File: src/shared/gpio_port_regs.svh
`ifndef GPIO_PORT_REGS_SVH
`define GPIO_PORT_REGS_SVH

// geometry of the bank
`define GPIO_PORT_COUNT   7
`define GPIO_PORT_WIDTH   8
// port indices (A=0 ... G=6)
`define GPIO_PORT_B_IDX   1
`define GPIO_PORT_C_IDX   2
// debug pins: port B pin 7, port C pins 3..0
`define GPIO_DBG_MASK_B   8'h80
`define GPIO_DBG_MASK_C   8'h0F
// pins that have a pad attached, per port
`define GPIO_PRESENT_A    8'hFF
`define GPIO_PRESENT_B    8'hFF
`define GPIO_PRESENT_C    8'h7F
`define GPIO_PRESENT_D    8'hFF
`define GPIO_PRESENT_E    8'h0F
`define GPIO_PRESENT_F    8'h0F
`define GPIO_PRESENT_G    8'h03
// converter trigger pin inside port B (pin 4)
`define GPIO_TRIG_PIN     8'h10
// key that opens the commit lock
`define GPIO_UNLOCK_KEY   8'hA5
// commit lock read-back values
`define GPIO_LOCK_OPEN    8'h00
`define GPIO_LOCK_SHUT    8'h01
// all-zero and all-one bytes
`define GPIO_ZERO         8'h00
`define GPIO_ONES         8'hFF
// identification bytes: arbitrary values
`define GPIO_PERIPH_ID    64'h0807060504030201
`define GPIO_CELL_ID      32'h44332211

`endif
File: src/shared/gpio_port_pkg.sv
package gpio_port_pkg;
	`include "gpio_port_regs.svh"

	// register select of the access port
	typedef enum logic [4:0] {
		SEL_DATA   = 5'h00,
		SEL_DIR    = 5'h01,
		SEL_IS     = 5'h02,
		SEL_IBE    = 5'h03,
		SEL_IEV    = 5'h04,
		SEL_IM     = 5'h05,
		SEL_RIS    = 5'h06,
		SEL_MIS    = 5'h07,
		SEL_ICR    = 5'h08,
		SEL_AFSEL  = 5'h09,
		SEL_DR2    = 5'h0A,
		SEL_DR4    = 5'h0B,
		SEL_DR8    = 5'h0C,
		SEL_ODR    = 5'h0D,
		SEL_PUR    = 5'h0E,
		SEL_PDR    = 5'h0F,
		SEL_SLR    = 5'h10,
		SEL_DEN    = 5'h11,
		SEL_LOCK   = 5'h12,
		SEL_CR     = 5'h13,
		SEL_PID    = 5'h14,
		SEL_CID    = 5'h15
	} reg_sel_e;

	// one register access request
	typedef struct packed {
		logic           valid;
		logic           write;
		reg_sel_e       target;
		logic [7:0]     addr_mask;
		logic [7:0]     wdata;
	} acc_req_s;

	// answer to a request, one cycle later
	typedef struct packed {
		logic           valid;
		logic [7:0]     rdata;
	} acc_rsp_s;

	// peripheral drive toward the pins
	typedef struct packed {
		logic [7:0]     out;
		logic [7:0]     oe;
	} periph_s;

	// everything the pad cells of one port receive
	typedef struct packed {
		logic [7:0]     out;
		logic [7:0]     oe;
		logic [7:0]     den;
		logic [7:0]     pur;
		logic [7:0]     pdr;
		logic [7:0]     odr;
		logic [7:0]     slr;
		logic [7:0]     dr2;
		logic [7:0]     dr4;
		logic [7:0]     dr8;
	} pad_ctl_s;

	// debug pins of a port
	function automatic logic [7:0] debug_mask_of(input int idx);
		if (idx == `GPIO_PORT_B_IDX) begin
			return `GPIO_DBG_MASK_B;
		end else if (idx == `GPIO_PORT_C_IDX) begin
			return `GPIO_DBG_MASK_C;
		end else begin
			return `GPIO_ZERO;
		end
	endfunction

	// pins with a pad attached
	function automatic logic [7:0] present_mask_of(input int idx);
		case (idx)
			0:       return `GPIO_PRESENT_A;
			1:       return `GPIO_PRESENT_B;
			2:       return `GPIO_PRESENT_C;
			3:       return `GPIO_PRESENT_D;
			4:       return `GPIO_PRESENT_E;
			5:       return `GPIO_PRESENT_F;
			default: return `GPIO_PRESENT_G;
		endcase
	endfunction
endpackage

File: src/rtl/gpio_port_bank.sv
`timescale 1ns/1ps
`include "gpio_port_regs.svh"
// Behaviour
// - ordinary pins reset undriven, controls cleared except 2 mA drive set
// - debug pins reset with alternate, enable, pull-up
// - any reset restores both pin groups
// - seven identical port instances, own registers
// - direction 0 captures pin, 1 drives data
// - data decoded over 256 words, mask
// - write changes only mask-selected data bits
// - read returns zero for unselected bits
// - all pin conditions combine into one line
// - edge condition stays latched until cleared
// - sense, both-edges, polarity choose the condition
// - mask bit gates each pin onto line
// - raw shows all, masked shows allowed ones
// - clear write one clears, zero keeps
// - unmasked port B pin 4 pulses converter per edge, holds it high on a level
// - alternate bit hands pin to peripheral
// - protected alternate writes need unlock and commit
// - pad settings presented to the pad cells
// - eight peripheral and four cell ident registers
// - pins without pad ignore writes

// one port: registers, pad muxing, interrupts
module gpio_port_core #(
	parameter int PORT_IDX = 0
) (
	input  wire logic                   clk_i,
	input  wire logic                   rstn_i,
	input  wire gpio_port_pkg::acc_req_s req_i,
	output gpio_port_pkg::acc_rsp_s      rsp_o,
	input  wire logic [7:0]             pad_in_i,
	output gpio_port_pkg::pad_ctl_s      pad_o,
	input  wire gpio_port_pkg::periph_s  periph_i,
	output logic      [7:0]             periph_in_o,
	output logic                        irq_o,
	output logic                        trig_o
);
	// fixed per-port masks
	localparam logic [7:0] DBG  = gpio_port_pkg::debug_mask_of(PORT_IDX);
	localparam logic [7:0] PRES = gpio_port_pkg::present_mask_of(PORT_IDX);
	// only port B pin 4 may fire the converter trigger
	localparam logic [7:0] TRIG = (PORT_IDX == `GPIO_PORT_B_IDX) ?
	                              `GPIO_TRIG_PIN : `GPIO_ZERO;
	localparam logic [63:0] PID = `GPIO_PERIPH_ID;
	localparam logic [31:0] CID = `GPIO_CELL_ID;

	logic [7:0] pin_data_value;      // data register
	logic [7:0] direction_ctl;       // 1 = output
	logic [7:0] irq_sense_select;    // 1 = level
	logic [7:0] irq_both_edges;      // 1 = either edge
	logic [7:0] irq_event_polarity;  // 1 = high or rising
	logic [7:0] irq_mask;            // 1 = passes to the line
	logic [7:0] alt_function_select; // 1 = peripheral owns pin
	logic [7:0] drive_2ma_select;    // drive strength, one-hot
	logic [7:0] drive_4ma_select;
	logic [7:0] drive_8ma_select;
	logic [7:0] open_drain_ctl;      // 1 = drive low only
	logic [7:0] pull_up_ctl;         // pull-up resistor
	logic [7:0] pull_down_ctl;       // pull-down resistor
	logic [7:0] slew_limit_ctl;      // slew-rate limiting
	logic [7:0] digital_enable_ctl;  // digital input/output on
	logic       commit_unlocked;     // lock opened by key
	logic [7:0] commit_enable;       // per-pin commit permission
	logic [7:0] pin_sync_val;        // synchronised pad levels
	logic [7:0] irq_raw_status;      // conditions met
	logic [7:0] irq_masked_status;   // conditions allowed through
	logic [7:0] irq_event;           // condition firing this cycle
	logic [7:0] irq_clear;           // clear pulse vector
	logic       wr;                  // write strobe
	logic [7:0] af_allow;            // alternate bits open to write
	logic [7:0] next_rdata;          // read mux result
	logic [7:0] drv_out;             // pin value before pad flop
	logic [7:0] drv_oe;              // enable before pad flop

	// merge a write: only bits in the mask and with a pad change
	function automatic logic [7:0] merge(input logic [7:0] old,
	                                     input logic [7:0] nv,
	                                     input logic [7:0] m);
		return (old & ~(m & PRES)) | (nv & m & PRES);
	endfunction

	// byte lane picker for identification values
	function automatic logic [7:0] id_byte(input logic [63:0] v,
	                                       input logic [2:0] i);
		return v[{i, 3'b000} +: 8];
	endfunction

	assign wr = req_i.valid & req_i.write;

	// inputs are synchronised before any use
	pin_sync u_sync (
		.clk_i   (clk_i),
		.rstn_i  (rstn_i),
		.async_i (pad_in_i),
		.sync_o  (pin_sync_val)
	);

	// clear pulses come only from writes of ones
	always_comb begin
		if (wr && req_i.target == gpio_port_pkg::SEL_ICR) begin
			irq_clear = req_i.wdata;
		end else begin
			irq_clear = 8'h00;
		end
	end

	// interrupt condition detection per pin
	irq_detect u_irq (
		.clk_i   (clk_i),
		.rstn_i  (rstn_i),
		.pin_i   (pin_sync_val),
		.sense_i (irq_sense_select),
		.both_i  (irq_both_edges),
		.pol_i   (irq_event_polarity),
		.clear_i (irq_clear),
		.raw_o   (irq_raw_status),
		.event_o (irq_event)
	);

	// masked status is the raw status gated by the mask
	assign irq_masked_status = irq_raw_status & irq_mask & PRES;

	// port line and converter trigger, registered
	always_ff @(posedge clk_i) begin
		if (!rstn_i) begin
			irq_o  <= 1'b0;
			trig_o <= 1'b0;
		end else begin
			irq_o  <= |irq_masked_status;
			// one pulse per edge on an unmasked pin; high every cycle a level condition holds
			trig_o <= |(irq_event & irq_mask & TRIG);
		end
	end

	// data register: inputs capture the pin, outputs hold writes
	always_ff @(posedge clk_i) begin
		if (!rstn_i) begin
			pin_data_value <= 8'h00;
		end else begin
			if (wr && req_i.target == gpio_port_pkg::SEL_DATA) begin
				// address bits act as a per-bit write mask
				pin_data_value <= (merge(pin_data_value, req_i.wdata,
				                         req_i.addr_mask) & direction_ctl)
				                | (pin_sync_val & ~direction_ctl & PRES);
			end else begin
				pin_data_value <= (pin_data_value & direction_ctl)
				                | (pin_sync_val & ~direction_ctl & PRES);
			end
		end
	end

	// direction and interrupt settings
	always_ff @(posedge clk_i) begin
		if (!rstn_i) begin
			direction_ctl      <= 8'h00;
			irq_sense_select   <= 8'h00;
			irq_both_edges     <= 8'h00;
			irq_event_polarity <= 8'h00;
			irq_mask           <= 8'h00;
		end else if (wr) begin
			// a write here while unmasked may raise a spurious event
			case (req_i.target)
				gpio_port_pkg::SEL_DIR:
					direction_ctl <= merge(direction_ctl, req_i.wdata,
					                       `GPIO_ONES);
				gpio_port_pkg::SEL_IS:
					irq_sense_select <= merge(irq_sense_select,
					                          req_i.wdata, `GPIO_ONES);
				gpio_port_pkg::SEL_IBE:
					irq_both_edges <= merge(irq_both_edges,
					                        req_i.wdata, `GPIO_ONES);
				gpio_port_pkg::SEL_IEV:
					irq_event_polarity <= merge(irq_event_polarity,
					                            req_i.wdata, `GPIO_ONES);
				gpio_port_pkg::SEL_IM:
					irq_mask <= merge(irq_mask, req_i.wdata, `GPIO_ONES);
				default: begin
				end
			endcase
		end
	end

	// commit lock: the key opens it, any other value shuts it
	always_ff @(posedge clk_i) begin
		if (!rstn_i) begin
			commit_unlocked <= 1'b0;
			commit_enable   <= `GPIO_ONES ^ DBG;
		end else if (wr) begin
			if (req_i.target == gpio_port_pkg::SEL_LOCK) begin
				commit_unlocked <= (req_i.wdata == `GPIO_UNLOCK_KEY);
			end else if (req_i.target == gpio_port_pkg::SEL_CR &&
			             commit_unlocked) begin
				// only the debug bits are writable, others stay one
				commit_enable <= merge(commit_enable, req_i.wdata, DBG);
			end
		end
	end

	// protected bits change only when unlocked and committed
	assign af_allow = ~DBG | (DBG & commit_enable & {8{commit_unlocked}});

	// mode select and the reset-sensitive pad controls
	always_ff @(posedge clk_i) begin
		if (!rstn_i) begin
			// debug pins come back in their debug role
			alt_function_select <= DBG;
			digital_enable_ctl  <= DBG;
			pull_up_ctl         <= DBG;
			pull_down_ctl       <= 8'h00;
		end else if (wr) begin
			if (req_i.target == gpio_port_pkg::SEL_AFSEL) begin
				alt_function_select <= merge(alt_function_select,
				                             req_i.wdata, af_allow);
			end else if (req_i.target == gpio_port_pkg::SEL_DEN) begin
				digital_enable_ctl <= merge(digital_enable_ctl,
				                            req_i.wdata, `GPIO_ONES);
			end else if (req_i.target == gpio_port_pkg::SEL_PUR) begin
				// pull-up and pull-down exclude each other
				pull_up_ctl   <= merge(pull_up_ctl, req_i.wdata,
				                       `GPIO_ONES);
				pull_down_ctl <= pull_down_ctl & ~(req_i.wdata & PRES);
			end else if (req_i.target == gpio_port_pkg::SEL_PDR) begin
				pull_down_ctl <= merge(pull_down_ctl, req_i.wdata,
				                       `GPIO_ONES);
				pull_up_ctl   <= pull_up_ctl & ~(req_i.wdata & PRES);
			end
		end
	end

	// drive strength is one-hot per pin; the rest is plain storage
	always_ff @(posedge clk_i) begin
		if (!rstn_i) begin
			drive_2ma_select <= PRES;
			drive_4ma_select <= 8'h00;
			drive_8ma_select <= 8'h00;
			open_drain_ctl   <= 8'h00;
			slew_limit_ctl   <= 8'h00;
		end else if (wr) begin
			case (req_i.target)
				gpio_port_pkg::SEL_DR2: begin
					drive_2ma_select <= merge(drive_2ma_select,
					                          req_i.wdata, `GPIO_ONES);
					drive_4ma_select <= drive_4ma_select & ~(req_i.wdata & PRES);
					drive_8ma_select <= drive_8ma_select & ~(req_i.wdata & PRES);
				end
				gpio_port_pkg::SEL_DR4: begin
					drive_4ma_select <= merge(drive_4ma_select,
					                          req_i.wdata, `GPIO_ONES);
					drive_2ma_select <= drive_2ma_select & ~(req_i.wdata & PRES);
					drive_8ma_select <= drive_8ma_select & ~(req_i.wdata & PRES);
				end
				gpio_port_pkg::SEL_DR8: begin
					drive_8ma_select <= merge(drive_8ma_select,
					                          req_i.wdata, `GPIO_ONES);
					drive_2ma_select <= drive_2ma_select & ~(req_i.wdata & PRES);
					drive_4ma_select <= drive_4ma_select & ~(req_i.wdata & PRES);
				end
				gpio_port_pkg::SEL_ODR:
					open_drain_ctl <= merge(open_drain_ctl, req_i.wdata,
					                        `GPIO_ONES);
				gpio_port_pkg::SEL_SLR:
					slew_limit_ctl <= merge(slew_limit_ctl, req_i.wdata,
					                        `GPIO_ONES);
				default: begin
				end
			endcase
		end
	end

	// pin owner select: peripheral or data register
	always_comb begin
		drv_out = (alt_function_select & periph_i.out)
		        | (~alt_function_select & pin_data_value);
		drv_oe  = (alt_function_select & periph_i.oe)
		        | (~alt_function_select & direction_ctl);
		// open drain only ever pulls low
		drv_oe  = (drv_oe & ~open_drain_ctl)
		        | (drv_oe & open_drain_ctl & ~drv_out);
		drv_out = drv_out & ~open_drain_ctl;
		// no drive without digital enable or a pad
		drv_oe  = drv_oe & digital_enable_ctl & PRES;
	end

	// pad outputs are registered so the pads see clean levels
	always_ff @(posedge clk_i) begin
		if (!rstn_i) begin
			// pads see the debug role during reset, not just after it
			pad_o <= '{den: DBG, pur: DBG, dr2: PRES, default: 8'h00};
		end else begin
			pad_o.out <= drv_out;
			pad_o.oe  <= drv_oe;
			pad_o.den <= digital_enable_ctl;
			pad_o.pur <= pull_up_ctl;
			pad_o.pdr <= pull_down_ctl;
			pad_o.odr <= open_drain_ctl;
			pad_o.slr <= slew_limit_ctl;
			pad_o.dr2 <= drive_2ma_select;
			pad_o.dr4 <= drive_4ma_select;
			pad_o.dr8 <= drive_8ma_select;
		end
	end

	// peripherals sample the synchronised pin of their own pins
	always_ff @(posedge clk_i) begin
		if (!rstn_i) begin
			periph_in_o <= 8'h00;
		end else begin
			periph_in_o <= pin_sync_val & alt_function_select
			             & digital_enable_ctl;
		end
	end

	// read mux
	always_comb begin
		next_rdata = 8'h00;
		if (req_i.target == gpio_port_pkg::SEL_DATA) begin
			next_rdata = pin_data_value & req_i.addr_mask;
		end else if (req_i.target == gpio_port_pkg::SEL_DIR) begin
			next_rdata = direction_ctl;
		end else if (req_i.target == gpio_port_pkg::SEL_IS) begin
			next_rdata = irq_sense_select;
		end else if (req_i.target == gpio_port_pkg::SEL_IBE) begin
			next_rdata = irq_both_edges;
		end else if (req_i.target == gpio_port_pkg::SEL_IEV) begin
			next_rdata = irq_event_polarity;
		end else if (req_i.target == gpio_port_pkg::SEL_IM) begin
			next_rdata = irq_mask;
		end else if (req_i.target == gpio_port_pkg::SEL_RIS) begin
			next_rdata = irq_raw_status & PRES;
		end else if (req_i.target == gpio_port_pkg::SEL_MIS) begin
			next_rdata = irq_masked_status;
		end else if (req_i.target == gpio_port_pkg::SEL_AFSEL) begin
			next_rdata = alt_function_select;
		end else if (req_i.target == gpio_port_pkg::SEL_DR2) begin
			next_rdata = drive_2ma_select;
		end else if (req_i.target == gpio_port_pkg::SEL_DR4) begin
			next_rdata = drive_4ma_select;
		end else if (req_i.target == gpio_port_pkg::SEL_DR8) begin
			next_rdata = drive_8ma_select;
		end else if (req_i.target == gpio_port_pkg::SEL_ODR) begin
			next_rdata = open_drain_ctl;
		end else if (req_i.target == gpio_port_pkg::SEL_PUR) begin
			next_rdata = pull_up_ctl;
		end else if (req_i.target == gpio_port_pkg::SEL_PDR) begin
			next_rdata = pull_down_ctl;
		end else if (req_i.target == gpio_port_pkg::SEL_SLR) begin
			next_rdata = slew_limit_ctl;
		end else if (req_i.target == gpio_port_pkg::SEL_DEN) begin
			next_rdata = digital_enable_ctl;
		end else if (req_i.target == gpio_port_pkg::SEL_LOCK) begin
			next_rdata = commit_unlocked ? `GPIO_LOCK_OPEN
			                             : `GPIO_LOCK_SHUT;
		end else if (req_i.target == gpio_port_pkg::SEL_CR) begin
			next_rdata = commit_enable;
		end else if (req_i.target == gpio_port_pkg::SEL_PID) begin
			next_rdata = id_byte(PID, req_i.addr_mask[2:0]);
		end else if (req_i.target == gpio_port_pkg::SEL_CID) begin
			// cell ident uses the low four lanes only
			next_rdata = id_byte({32'h00000000, CID},
			                     {1'b0, req_i.addr_mask[1:0]});
		end
	end

	// every request is answered one cycle later; writes read zero
	always_ff @(posedge clk_i) begin
		if (!rstn_i) begin
			rsp_o <= '0;
		end else begin
			rsp_o.valid <= req_i.valid;
			rsp_o.rdata <= (req_i.valid && !req_i.write) ? next_rdata
			                                             : 8'h00;
		end
	end
endmodule

// the bank: seven copies of the same port
module gpio_port_bank (
	input  wire logic                         clk_i,
	input  wire logic                         rstn_i,
	input  wire gpio_port_pkg::acc_req_s [6:0] acc_req_i,
	output gpio_port_pkg::acc_rsp_s      [6:0] acc_rsp_o,
	input  wire logic [6:0][7:0]              pad_in_i,
	output gpio_port_pkg::pad_ctl_s      [6:0] pad_o,
	input  wire gpio_port_pkg::periph_s  [6:0] periph_i,
	output logic      [6:0][7:0]              periph_in_o,
	output logic      [6:0]                   port_irq_o,
	output logic                              converter_trigger_o
);
	logic [6:0] trig; // per-port trigger, only port B can fire

	// one instance per port, index picks its masks
	for (genvar p = 0; p < `GPIO_PORT_COUNT; p++) begin : g_port
		gpio_port_core #(
			.PORT_IDX (p)
		) u_port (
			.clk_i       (clk_i),
			.rstn_i      (rstn_i),
			.req_i       (acc_req_i[p]),
			.rsp_o       (acc_rsp_o[p]),
			.pad_in_i    (pad_in_i[p]),
			.pad_o       (pad_o[p]),
			.periph_i    (periph_i[p]),
			.periph_in_o (periph_in_o[p]),
			.irq_o       (port_irq_o[p]),
			.trig_o      (trig[p])
		);
	end

	assign converter_trigger_o = trig[`GPIO_PORT_B_IDX];
endmodule

File: src/rtl/irq_detect.sv
`timescale 1ns/1ps
// per-pin interrupt condition detection and edge latching
module irq_detect (
	input  wire logic       clk_i,
	input  wire logic       rstn_i,
	input  wire logic [7:0] pin_i,
	input  wire logic [7:0] sense_i,
	input  wire logic [7:0] both_i,
	input  wire logic [7:0] pol_i,
	input  wire logic [7:0] clear_i,
	output logic      [7:0] raw_o,
	output logic      [7:0] event_o
);
	logic [7:0] prev;      // pin level one cycle ago
	logic [7:0] latched;   // sticky edge conditions
	logic [7:0] rise;      // rising edges this cycle
	logic [7:0] fall;      // falling edges this cycle
	logic [7:0] edge_hit;  // selected edge seen
	logic [7:0] level_hit; // selected level present

	// decode the three settings per pin
	always_comb begin
		rise      = pin_i & ~prev;
		fall      = ~pin_i & prev;
		edge_hit  = both_i & (rise | fall)
		          | ~both_i & pol_i & rise
		          | ~both_i & ~pol_i & fall;
		level_hit = (pin_i & pol_i) | (~pin_i & ~pol_i);
		// level pins follow the pin, edge pins stay latched
		raw_o     = (sense_i & level_hit) | (~sense_i & latched);
		event_o   = (sense_i & level_hit) | (~sense_i & edge_hit);
	end

	// edge latch: a new edge wins over a clear in the same cycle
	always_ff @(posedge clk_i) begin
		if (!rstn_i) begin
			prev    <= 8'h00;
			latched <= 8'h00;
		end else begin
			prev    <= pin_i;
			latched <= (latched & ~clear_i) | (~sense_i & edge_hit);
		end
	end
endmodule

File: src/rtl/pin_sync.sv
`timescale 1ns/1ps
// two-flop synchroniser for the pad inputs
module pin_sync (
	input  wire logic       clk_i,
	input  wire logic       rstn_i,
	input  wire logic [7:0] async_i,
	output logic      [7:0] sync_o
);
	logic [7:0] stage1;  // metastable stage, read only by stage two

	// both stages clear on reset
	always_ff @(posedge clk_i) begin
		if (!rstn_i) begin
			stage1 <= 8'h00;
			sync_o <= 8'h00;
		end else begin
			stage1 <= async_i;
			sync_o <= stage1;
		end
	end
endmodule

File: config.mk
export PLATFORM = sky130hd
export DESIGN_NAME = gpio_port_bank
export DESIGN_NICKNAME = d
export VERILOG_FILES = /design/src/shared/gpio_port_pkg.sv /design/src/rtl/gpio_port_bank.sv /design/src/rtl/irq_detect.sv /design/src/rtl/pin_sync.sv
export VERILOG_INCLUDE_DIRS = /design/src /design/src/shared
export SDC_FILE = /design/constraint.sdc
export NUM_CORES = 2
export LEC_CHECK = 0
export ABC_AREA = 1
export BUFFER_PORTS_ARGS = -buffer_cell sky130_fd_sc_hd__buf_4
export CAP_MARGIN = 20
export CORE_MARGIN = 2
export CORE_UTILIZATION = 40
export CTS_BUF_LIST = sky130_fd_sc_hd__clkbuf_4 sky130_fd_sc_hd__clkbuf_8 sky130_fd_sc_hd__clkbuf_16
export CTS_CLUSTER_SIZE = 30
export DETAILED_ROUTE_END_ITERATION = 12
export PLACE_DENSITY = 0.69
export SETUP_SLACK_MARGIN = 0.4
export SYNTH_ARGS = -nofsm -noshare
export SYNTH_HDL_FRONTEND = slang
export SYNTH_HIERARCHICAL = 1
export SYNTH_SLANG_ARGS = --single-unit
File: constraint.sdc
create_clock -name clk_i -period 2.3 [get_ports clk_i]
set_clock_uncertainty 0.1 [all_clocks]
set_input_delay 0.345 -clock clk_i [delete_from_list [all_inputs] [get_ports clk_i]]
set_output_delay 0.345 -clock clk_i [all_outputs]
set_load 0.02 [all_outputs]
==> run_results.csv <==
group,metric,value,unit
floorplan,core_region_area,143000,sq um
pwr,ir_drop,639,uV
floorplan,rows,139,
floorplan,ioPinCount,1018,
routing,post_drt_wl_per_cell,19.8,um
worst_setup_path,crit_required,2900,ps
worst_setup_path,critical_path.startpoint,"g_port[1].u_port/digital_enable_ctl[1]",
global_routing,antenna_found_initial,11,
timing,clock.fmax,0.520,GHz
worst_setup_path,setup.worst_path.end_class,"flop",
timing,fin_crit_sh,83.6,%
timing,rsz0062_at_grt,"yes",
status,violations,"negative hold slack",
flow_run,max_cap_violations,0,
routing,drtAntennaViolNets,0,
placement,post_dp_cell_area,67400,sq um
floorplan,die_w,384,um
worst_setup_path,cp.arrival,2520,ps
timing,finalHoldViolCount,2,
layout,final_cells,11200,
layout,utilization,53.2,%
timing,setup-violations-final,0,
floorplan,die_h,384,um
layout,stdcell_area,76200,sq um
pwr,p_per_area,686,nW/um^2
layout,drive_above_1_share,22.5,%
clock_tree,cts_made_buffers,144,
yosys,yosysWarningCount,6,
pwr,p_leak,35.7,nW
routing,drtPass1Iterations,6,
layout,reg_top3,"g_port.u_port/pad_o x410, g_port.u_port/rsp_o x63",
global_routing,grt_use_total,28.8,%
floorplan,die_area,147000,sq um
routing,totalWireLength,222000,um
global_routing,grt_overflow_total,0,
yosys,avgSynthCellArea,7.48,sq um
clock_tree,ctsLongestPathBuffers,3,
layout,area_delta_synth_final,32.2,%
clock_tree,clock_latency,790,ps
timing,whs,-52.5,ps
worst_setup_path,crit_type,"flop to flop",
worst_setup_path,cp_max_fo,2,
worst_setup_path,start_kind,"flop",
status,outcome,"finished, violations left",
routing,drc_errors,0,
routing,viasPerCell,5.11,
placement,routabilityCongestion,0.984,
floorplan,initial_core_util,40.2,%
placement,io_buffers,793,
layout,final_nets,9563,
yosys,synthesis.area,57600,sq um
timing,max_slew_margin,42.4,%
global_routing,grt_max_degree,92,
clock_tree,h-tree-depth,4,
worst_setup_path,reg2reg_from,"g_port[1].u_port/digital_enable_ctl[1]",
routing,drtIter0Drc,5149,
yosys,synthCells,7704,
placement,hpwl,168000,um
clock_tree,clk_pin_slew_worst_paths,60,ps
global_routing,grt_pass1_vias,54200,
min_path,worstHoldStart,"acc_req_i[124]",
global_routing,grt_pass1_wl,325000,um
clock_tree,cts_sinks,1313,
routing,vias,57100,
timing,slew_viol_final,0,
worst_setup_path,rrSetupSlack,380,ps
layout,largest_register,"g_port.u_port/pad_o",
timing,period_minus_slack,1920,ps
placement,dp.cells,10600,
clock_tree,cts_tree,"done",
min_path,hold_path.class,"input pin to flop",
layout,largest_reg_flops,410,
timing,worstMarginPinSlew,862,ps
layout,fillers,13400,
clock_tree,clock-root-buffer,"clkbuf_16",
## report_power, final
| group | internal, mW | switching, mW | total, mW |
|---|---|---|---|
| Sequential | 23.0 | 0.252 | 23.3 |
| Clock | 14.4 | 10.2 | 24.5 |
| Combinational | 1.60 | 2.79 | 4.39 |
| Total | 39.0 | 13.2 | 52.2 |
## placed cells by master (no fill, tap or decap), types with 77 or more instances in the layout
cell	n
nand3_1	327
o21ai_0	516
inv_1	1150
nor2_2	77
buf_4	1198
a21oi_1	618
conb_1	165
nand4_1	133
clkbuf_16	144
dlygate4sd3_1	292
dfxtp_1	1270
nor3_1	94
inv_2	154
nand2_1	1602
ha_1	94
nor2_1	472
## cell type report
type                       instances  area, sq um  area share [%]
sequential                      1313        26400            34.6
tap                             1903         2380            3.13
inverter                        1338         5070            6.65
clock buffer                     181         3990            5.23
antenna                           12         30.0          0.0394
clock inverter                    78         1040            1.37
multi-input combinational       4800        24600            32.3
timing repair buffer            1539        12700            16.6
## per-stage QoR
stage	total power, mW	setup TNS [ps]	setup slack (ps)
finish	52.2	0	377
floorplan	26.0	0	409
global route	53.8	0	249
detailed placement	27.6	-1330	-251
CTS	52.5	0	277
global placement	27.6	-1400	-275
## worst max-delay path: stages (launching register included)
cell     delay (ps)
dfxtp_2         350
nand4_1          90
nand2_1          70
nor2_2           90
nand3_1          80
nand2_1         100
nand3_1          70
nand2_1          90
nand4_1         110
nand2_1          80
nand4_1         130
nor2_2          180
nand3_2         150
nand2_1          90
inv_1            30
## what timing repair did
item                                    in CTS  in global routing
hold buffers                               311                 11
hold endpoints to repair                   592                 12
gates resized for setup                     38                144
endpoints found under the setup margin      25                148
pin swaps                                   13                 58
setup buffers                                3                 11
## metal layers
layer  track usage (%)  part of all wire, %  vias to the layer above
li1                  -                    -                    27300
met1              37.2                   42                    26800
met2              47.6                   47                     2577
met3              5.07                  7.9                      453
met4              11.2                  3.8                        4
met5                 0               0.0099                        -
## final timing paths
kind              cells after the start                                  to
setup reg to reg                     14           g_port[1].u_port/rsp_o[1]
hold reg to reg                       2   g_port[1].u_port/u_sync/sync_o[5]
setup / recovery                     14           g_port[1].u_port/rsp_o[1]
hold / removal                        6  g_port[5].u_port/pin_data_value[1]
(Power assumes the default switching activity.)
